[config.mk]
export PLATFORM = sky130hd
export DESIGN_NAME = tll_host_flat
export DESIGN_NICKNAME = d
export VERILOG_FILES = /design/src/rtl/tll_pkg.sv /design/src/rtl/tll_if.sv /design/src/rtl/tll_host.sv /design/src/flat_wrapper.sv
export SDC_FILE = /design/constraint.sdc
export NUM_CORES = 1
export LEC_CHECK = 0
export BUFFER_PORTS_ARGS = -buffer_cell sky130_fd_sc_hd__clkbuf_2
export CORE_MARGIN = 2
export CORE_UTILIZATION = 35
export DETAILED_ROUTE_END_ITERATION = 12
export GPL_TIMING_DRIVEN = 0
export PLACE_DENSITY = 0.61
export SYNTH_ARGS = -nofsm -noshare
export SYNTH_HDL_FRONTEND = slang
export SYNTH_SLANG_ARGS = --single-unit
export TNS_END_PERCENT = 100
[constraint.sdc]
create_clock -name ref_clk -period 2.2 [get_ports ref_clk]
set_clock_uncertainty 0.05 [all_clocks]
set_input_delay 0.11 -clock ref_clk [delete_from_list [all_inputs] [get_ports ref_clk]]
set_output_delay 0.11 -clock ref_clk [all_outputs]
set_load 0.03 [all_outputs]
[src/rtl/tll_pkg.sv]
// constants shared by both ends of the three-wire latch loader
// Contract
// - device samples data on every serial clock rise
// - strobe rise moves last 24 bits to latch
// - host serial clock at most 20 MHz
// - host lowers strobe before shifting new word
// - host sends word as three bytes
// - host raises strobe after third byte completes
// - host data stable at sampling rise edge
// - chip enable controls power-down
// - monitor output reports lock, host polls it
// - select bits one-zero load feedback latch
// - select bits zero-one load reference latch
// - shifting and latching continue during power-down
package tll_pkg;
    localparam int WORD_BITS = 24;
    localparam int BYTE_BITS = 8;
    localparam int BYTES_PER_WORD = 3;
    localparam int CNT_W = 5;
    // select field sits in bits [1:0]
    localparam int SEL_LSB = 0;
    localparam int SEL_W = 2;
    localparam logic [1:0] SEL_CONTROL = 2'h0;
    localparam logic [1:0] SEL_REF = 2'h1;
    localparam logic [1:0] SEL_FEEDBACK = 2'h2;
    localparam logic [1:0] SEL_TEST = 2'h3;
    localparam logic [23:0] LATCH_RST = 24'h000000;
    localparam int REF_CLK_HZ = 20_000_000;
    localparam int MAX_SCLK_HZ = 20_000_000;
    // one serial clock phase lasts at least this many ref_clk cycles
    localparam int MIN_HALF_CYC = (REF_CLK_HZ + 2 * MAX_SCLK_HZ - 1) / (2 * MAX_SCLK_HZ);
    localparam int DEF_HALF_CYC = 2;
endpackage

[src/rtl/tll_if.sv]
// three-wire link between host and synthesizer port
`timescale 1ns/1ns
interface tll_if;
    logic sclk;
    logic sdata;
    logic latch_strobe;
    logic chip_en;
    logic monitor_output;
    modport host (output sclk, output sdata, output latch_strobe, output chip_en,
        input monitor_output);
    modport dev (input sclk, input sdata, input latch_strobe, input chip_en,
        output monitor_output);
endinterface

[src/rtl/tll_host.sv]
// host end: writes 24-bit words as three bytes over the link
`timescale 1ns/1ns
module tll_host #(
    parameter int HALF_CYC = tll_pkg::DEF_HALF_CYC // ref_clk cycles per sclk phase
) (
    input wire logic ref_clk, // system clock
    input wire logic sys_rst, // sync reset, high
    tll_if.host link, // serial link
    input wire logic wr_valid, // word write request
    output logic wr_ready, // accepts request
    input wire logic [23:0] wr_word, // word, select bits in [1:0]
    input wire logic chip_en_in, // power control from user
    output logic locked // polled monitor output
);
    if (HALF_CYC < tll_pkg::MIN_HALF_CYC || HALF_CYC > 255)
    begin : g_bad_half
        $error("HALF_CYC out of range");
    end
    typedef enum logic [1:0] {S_IDLE, S_LOW, S_HIGH, S_DONE} tll_hst_state_t;
    typedef struct packed {
        tll_hst_state_t state;
        logic [7:0] div;
        logic [4:0] nbit;
        logic [23:0] sh;
        logic sclk;
        logic sdata;
        logic le;
        logic ce;
        logic lk;
    } tll_hst_st_t;
    tll_hst_st_t st_r, st_nxt;
    localparam logic [7:0] HC = 8'(HALF_CYC - 1);
    localparam logic [4:0] LAST = 5'(tll_pkg::WORD_BITS - 1);
    always_comb
    begin
        st_nxt = st_r;
        st_nxt.ce = chip_en_in;
        st_nxt.lk = link.monitor_output;
        if (st_r.div != 8'h00)
            st_nxt.div = st_r.div - 8'h01;
        case (st_r.state)
            S_IDLE:
            begin
                if (wr_valid)
                begin
                    st_nxt.le = 1'b0;
                    st_nxt.sh = wr_word;
                    st_nxt.sdata = wr_word[23];
                    st_nxt.nbit = 5'h00;
                    st_nxt.div = HC;
                    st_nxt.state = S_LOW;
                end
            end
            S_LOW:
            begin
                if (st_r.div == 8'h00)
                begin
                    st_nxt.sclk = 1'b1;
                    st_nxt.div = HC;
                    st_nxt.state = S_HIGH;
                end
            end
            S_HIGH:
            begin
                if (st_r.div == 8'h00)
                begin
                    st_nxt.sclk = 1'b0;
                    st_nxt.div = HC;
                    st_nxt.sh = {st_r.sh[22:0], 1'b0};
                    st_nxt.sdata = st_r.sh[22];
                    st_nxt.nbit = st_r.nbit + 5'h01;
                    // three whole bytes, msb first
                    st_nxt.state = (st_r.nbit == LAST) ? S_DONE : S_LOW;
                end
            end
            S_DONE:
            begin
                if (st_r.div == 8'h00)
                begin
                    st_nxt.le = 1'b1;
                    st_nxt.state = S_IDLE;
                end
            end
            default: st_nxt.state = S_IDLE;
        endcase
    end
    always_ff @(posedge ref_clk)
    begin
        if (sys_rst)
        begin
            st_r <= '0;
            st_r.le <= 1'b1;
        end
        else
        begin
            st_r <= st_nxt;
        end
    end
    assign wr_ready = (st_r.state == S_IDLE);
    assign link.sclk = st_r.sclk;
    assign link.sdata = st_r.sdata;
    assign link.latch_strobe = st_r.le;
    assign link.chip_en = st_r.ce;
    assign locked = st_r.lk;
endmodule

[src/flat_wrapper.sv]
// flat-port wrapper written by rule: the top's interface ports become plain ports
module tll_host_flat 
#(
    parameter int HALF_CYC = tll_pkg::DEF_HALF_CYC                                 
)
  (ref_clk, sys_rst, wr_valid, wr_ready, wr_word, chip_en_in, locked, link_sclk, link_sdata, link_latch_strobe, link_chip_en, link_monitor_output);
  tll_if link_i ();
  input wire logic ref_clk;
  input wire logic sys_rst;
  input wire logic wr_valid;
  output logic wr_ready;
  input wire logic [23:0] wr_word;
  input wire logic chip_en_in;
  output logic locked;
  output wire logic [$bits(link_i.sclk)-1:0] link_sclk;
  output wire logic [$bits(link_i.sdata)-1:0] link_sdata;
  output wire logic [$bits(link_i.latch_strobe)-1:0] link_latch_strobe;
  output wire logic [$bits(link_i.chip_en)-1:0] link_chip_en;
  input wire logic [$bits(link_i.monitor_output)-1:0] link_monitor_output;
  assign link_sclk = link_i.sclk;
  assign link_sdata = link_i.sdata;
  assign link_latch_strobe = link_i.latch_strobe;
  assign link_chip_en = link_i.chip_en;
  assign link_i.monitor_output = link_monitor_output;
  tll_host #(.HALF_CYC(HALF_CYC)) u_core (.ref_clk(ref_clk), .sys_rst(sys_rst), .link(link_i), .wr_valid(wr_valid), .wr_ready(wr_ready), .wr_word(wr_word), .chip_en_in(chip_en_in), .locked(locked));
endmodule
======== Yosys cells after proc, flatten, opt, wreduce, memory -nomap -nowiden ========
Index checks and enable logic that the tools add are counted.
storage, ports and cells
  bits in latches ......................... 0
  register bits after elaboration ......... 43
  word-level logic and storage cells ...... 43
  bits of input ports ..................... 29
  memory bits (writable) .................. 0
  memories ................................ 0
  ROM bits ................................ 0
  output and inout bits ................... 6
operators by class
  shift-type cells ........................ 0
  div/mod/pow operators ................... 0
  add/sub/neg operators ................... 2
  reduce and logical (&&, ||, !) cells .... 10
  mux-type cells .......................... 14
  bitwise gates (word level) .............. 0
  multiply operators ...................... 0
  eq/ne operators ......................... 8
  magnitude comparators ................... 0
operator list
  cell                 number
  $pmux 29 s2          1
  $mux 41              1
  $mux 39              1
  $pmux 8 s3           1
  $mux 10              1
  $reduce_and 3->1     3
  $logic_not 8->1      1
  $mux 8               1
  $pmux 2 s4           1
  $reduce_bool 8->1    1
  $sub 8x1->8 const B  1
  $mux 2               3
  $ne 2x1->1 const B   3
  $pmux 1 s2           3
  $reduce_bool 2->1    3
  $add 5x1->5 const B  1
  $eq 5x5->1 const B   1
  $eq 2x2->1 const B   2
  $reduce_and 4->1     1
  $eq 2x1->1 const B   1
  $logic_not 2->1      1
  $ne 2x2->1 const B   1
  $mux 1               1

======== Longest topological paths before layout ========
  depth in word-level cells ............... 4
  gate-level depth with buffers ........... 9

======== Least setup slack after synthesis ========
Ideal clock, no wire load.
  path kind ............................... register -> register
  start ................................... register u_core.st_r[34] in the netlist's numbering
  end ..................................... register u_core.st_r[34] in the netlist's numbering
  slack ................................... 0.313 ns
  data arrival time ....................... 1.710 ns
  cell stages (with the launch flop) ...... 10
  cell sequence ........................... dfxtp_1 -> inv_1 -> ha_1 -> nor3b_2 -> nand2_1 -> ha_1 -> nor3_1 -> a211oi_1 -> a21oi_1 -> nor2_1
between the ends
  cells in the longest elaborated chain, start to end .. 4
RTL lines
  item                                              line                            source
  start, declared                                   tll_host.sv:31                  tll_hst_st_t st_r, st_nxt;
  start signal, assigned                            tll_host.sv:96                  st_r <= st_nxt;
  $sub 8x1->8 or $reduce_bool 8->1 (tied branches)  tll_host.sv:40, tll_host.sv:39
  $mux 8                                            tll_host.sv:39                  if (st_r.div != 8'h00)
  $mux 41, or another cell as far along             tll_host.sv:65                  if (st_r.div == 8'h00)
  $pmux 8 s3 *                                      tll_host.sv:41                  case (st_r.state)
Every way passes the cells marked *; elsewhere a longest branch is shown, timed or not. The select of a mux whose other input is x is not followed.
A chain may end at the register's enable or synchronous reset.

======== Worst setup path after layout ========
  start ................................... register u_core.st_r[35] in the netlist's numbering
  end ..................................... register u_core.st_r[34] in the netlist's numbering
between the ends
  cells in the longest elaborated chain, start to end .. 4
RTL lines
  item                                   line
  $reduce_bool 8->1                      tll_host.sv:39
  $mux 8                                 tll_host.sv:39
  $mux 41, or another cell as far along  tll_host.sv:65
  $pmux 8 s3 *                           tll_host.sv:41
Marked as above.

==> results.txt <==
- The setup path with the least slack is of type reg -> reg.
- The initial antenna violation count is 0.
- Largest cells by area after synthesis: sky130_fd_sc_hd__dfxtp_1 47%, sky130_fd_sc_hd__a22oi_1 8.5%, sky130_fd_sc_hd__a21oi_1 7.6%
- Run status: completed
- CTS Buf Count: 5
- The H-tree was split into 2 levels.
* Count of flip-flops with a built-in enable after synthesis: 0
- The number of nets handed over by synthesis was between 200 and 250.
* Clock Pin Slew Worst Setup and Hold Paths: roughly 80 ps
- Synthesis instantiated 33 different standard cells from the library.
- Die Ht: 76.7 microns
* Core Area: roughly 0.0051 sq mm
- Measured along the x axis, the die boundary spans between 70 and 80 microns.
* Number of iterations in the first detailed-routing pass: 4
- DR vias: between 1500 and 2000
- Setup slack on the worst reg-to-reg path comes out at around 160 ps.
- The post-route netlist has 21.0% of its cells at a drive strength greater than 1.
- sky130_fd_sc_hd__dfxtp_1 takes more of the synthesized area than any other cell.
- Number of global-route vias before repair: ~1600
* Pwr/cell area: ~1200 mW/mm^2
- Part of the total power dissipated in combinational logic: around two fifths
* Final routed wirelength across all metal layers: slightly above 4000 microns
- Clk network pwr share: approximately 19%
- Area growth, synth to finish: 21.9%
- Clock latency on the worst-skew pair, taken at its later pin, is around 300 ps.
- The worst setup path is launched from a flip-flop.
- The count of pins over their slew limit is 0.
* Die Outline Area: around 0.0059 sq mm
- Summing the areas of all compound-gate instances in the mapped netlist gives approximately 22% of the synthesized area.
* Worst reg2reg path depth: 9
- Switching power as a share of total power: between 30% and 40%
- Total negative slack for setup checks: 0 ps
- #FFs+latches synth: 43
* Maximum buffer depth of the clock tree: 2
* Predominant post-synthesis flop cell: sky130_fd_sc_hd__dfxtp_1
- Final min period: 2040 ps
- GP Congestion: 0.756
- Clock tree from TritonCTS: yes
* Crit end category: flip-flop
- The first global-routing pass estimated 7340 microns of wire.
- For this design, the sink count on the clock tree is 43.
* Tot Pwr: ~2.7 mW
- Largest net degree at the start of global routing: 14
- The worst pin sits at a relative slew slack of a little under three fifths.
* Area share of the largest cell type after synthesis: a little under half
* Routed Antenna Nets: 0
* Endpoints failing setup: 0
- Multiplexer fraction of the synthesized cell area: 0.542%
- Critical Path Source: u_core.st_r[35]
* Endpoint of the most critical setup path: u_core.st_r[34]
- HPWL reported at the end of detailed placement: about 2900 microns
* Power dissipated by switching net loads: roughly 1.0 mW
- Post-DR wirelength/cell: approximately 12 microns
- For the pin with the worst max-slew slack, the measured transition is 645 ps.
- Violation count after the first detailed-route iteration: around 120
* Total I/O pin count: 35
* Post-Synth Simple-Gate Area: between 20% and 30%
* Fraction of the yosys area taken by sequential cells: a little under half
- The min-delay analysis places its worst path in the category in -> reg.
- Number of remaining DRC errors: 0
- After Yosys synthesis, XOR and XNOR cells account for 2.84% of the synthesized area.
- RR Endpoint: u_core.st_r[34]
* Max IR drop VDD: about 460 uV
- Post-synthesis cell area: around 0.0018 sq mm
* Tot GR Track Use: ~15%
- Number of inserted diodes: 0
* Number of warnings issued by yosys: 0
- Summed over all layers, the global routing overflow is 0.
- Across the run, the number of max-cap violations was 0.
- After detailed routing, the number of vias per cell comes to between 5 and 6.
- For this run, asynchronously set or reset flops after synthesis account for 0%.
- Total internal power: 1.64 mW
* Syn Inst Count: 215
- Total number of placement rows: 26
- Effective utilization at floorplan: about 36%
- Worst hold-check slack: approximately 26 ps
- Avg Synthesized Cell Area: ~8.6 sq um
- Number of input and output port buffers inserted: 34
- Leakage dissipation: ~0.85 nW
- After synthesis, the largest family of logic cells by area is simple AND/OR/NAND/NOR gates.
* Final net count: about 300
- Hold violation count in the final report: 0
* Fraction of power consumed by sequential logic: between 30% and 40%
* Data arrival, critical path: roughly 2200 ps
* Fmax: between 400 and 500 MHz
- Worst flop-to-flop path startpoint: u_core.st_r[35]
* Most common library cell in the layout ignoring fill and taps: sky130_fd_sc_hd__dfxtp_1
- Critical path required time: ~2300 ps
* CP max FO: 8
* Period utilisation layout: around 93%
- Clock tree synthesis selected as its root buffer the cell sky130_fd_sc_hd__clkbuf_8.
- Commonest non-fill, non-tap cells in the layout: 43 x sky130_fd_sc_hd__dfxtp_1, 35 x sky130_fd_sc_hd__clkbuf_2, 34 x sky130_fd_sc_hd__nand2_1, 28 x sky130_fd_sc_hd__a21oi_1, 21 x sky130_fd_sc_hd__a22oi_1
* Post-synthesis share of cell area spent on full adders, half adders and majority gates: under 10%
- Unrepaired setup endpoints after global routing: no
## power groups by stage
stage / Clock [mW] / Combinational (mW) / Sequential, mW
2_1_floorplan: 0 / 0.785 / 1.09
3_3_place_gp: 0 / 1.02 / 1.08
3_5_place_dp: 0 / 1.03 / 1.08
4_1_cts: 0.516 / 1.07 / 1.07
5_1_grt: 0.554 / 1.27 / 1.09
6_report: 0.495 / 1.12 / 1.07
## logic make-up after synthesis
family / count (synthesis)
flip-flops: 43
buffers and inverters: 16
AND/OR/NAND/NOR: 81
adder cells (fa/ha/maj): 4
AO/OA/AOI/OAI: 64
XOR/XNOR: 6
multiplexers: 1
## worst max-delay path: stages, from the launching register on
cell	delay [ps]
sky130_fd_sc_hd__dfxtp_1	330
sky130_fd_sc_hd__inv_1	100
sky130_fd_sc_hd__ha_1	160
sky130_fd_sc_hd__nor3b_4	380
sky130_fd_sc_hd__nand2_2	170
sky130_fd_sc_hd__ha_1	320
sky130_fd_sc_hd__nor3_1	140
sky130_fd_sc_hd__a211oi_1	70
sky130_fd_sc_hd__a21oi_1	140
sky130_fd_sc_hd__nor2_1	50
## through the flow
| step | instance area [sq um] | std cells | utilization (%) | worst slack (ps) |
|---|---|---|---|---|
| floorplan | 1850 | 215 | - | 313 |
| global placement | 2110 | 319 | 41.2 | -47.9 |
| detailed placement | 2110 | 319 | 41.2 | -68.6 |
| CTS | 2230 | 330 | 43.7 | 5.53 |
| global route | 2250 | 332 | 44.1 | 10.9 |
| finish | 2250 | 332 | 44.1 | 163 |
## timing repair
item	CTS	global route
resized for setup	2	3
pin swaps	1	1
setup endpoints to repair	11	11
endpoints found under the hold margin	3	0
setup buffers	0	2
hold buffers	3	0
## flip-flops by register name (all words and copies together), names as in the netlist
register	cells
u_core.link.sdata	1
u_core.locked	1
u_core.st_r	38
u_core.link.latch_strobe	1
u_core.link.sclk	1
u_core.link.chip_en	1
## Yosys cell counts, types with 2 or more instances
| cell | number |
|---|---|
| sky130_fd_sc_hd__buf_2 | 2 |
| sky130_fd_sc_hd__inv_1 | 3 |
| sky130_fd_sc_hd__a22oi_1 | 21 |
| sky130_fd_sc_hd__ha_1 | 4 |
| sky130_fd_sc_hd__xnor2_1 | 3 |
| sky130_fd_sc_hd__xor2_1 | 3 |
| sky130_fd_sc_hd__a211oi_1 | 3 |
| sky130_fd_sc_hd__nor3_1 | 5 |
| sky130_fd_sc_hd__nor2b_1 | 3 |
| sky130_fd_sc_hd__nand3b_1 | 2 |
| sky130_fd_sc_hd__clkbuf_1 | 9 |
| sky130_fd_sc_hd__or3_1 | 3 |
| sky130_fd_sc_hd__o21ai_0 | 5 |
| sky130_fd_sc_hd__nand3_1 | 10 |
| sky130_fd_sc_hd__nor3b_2 | 2 |
| sky130_fd_sc_hd__a21oi_1 | 28 |
| sky130_fd_sc_hd__dfxtp_1 | 43 |
| sky130_fd_sc_hd__nand2_1 | 35 |
| sky130_fd_sc_hd__a31oi_1 | 4 |
| sky130_fd_sc_hd__nor2_1 | 14 |
## metal layers
| metal | wire length, microns | share of wire [%] | up-vias | global-route usage [%] |
|---|---|---|---|---|
| met5 | 0 | 0 | - | 0 |
| met4 | 78 | 1.9 | 0 | 6.55 |
| met3 | 145 | 3.5 | 7 | 3.18 |
| met2 | 1920 | 47 | 29 | 24.8 |
| met1 | 1970 | 48 | 765 | 20.3 |
| li1 | - | - | 861 | - |
## worst min path at each step
stage | startpoint | slack [ps] | cells after the start | end
floorplan | chip_en_in | 190 | 1 | u_core.link.chip_en
global placement | link_monitor_output | 270 | 2 | u_core.locked
detailed placement | chip_en_in | 280 | 2 | u_core.link.chip_en
CTS | wr_word[2] | 20 | 3 | u_core.st_r[7]
global route | wr_word[2] | 40 | 3 | u_core.st_r[7]
finish | wr_word[2] | 30 | 3 | u_core.st_r[7]
## layout make-up
cell class	instances	area, sq um
fill	548	2860
buffer	13	63.8
inverter	3	11.3
sequential	43	861
timing repair buffer	39	215
clock buffer	6	72.6
tap	70	87.6
multi-input combinational	156	928
clock inverter	2	12.5
No activity file was read; power rests on OpenSTA's default activity.
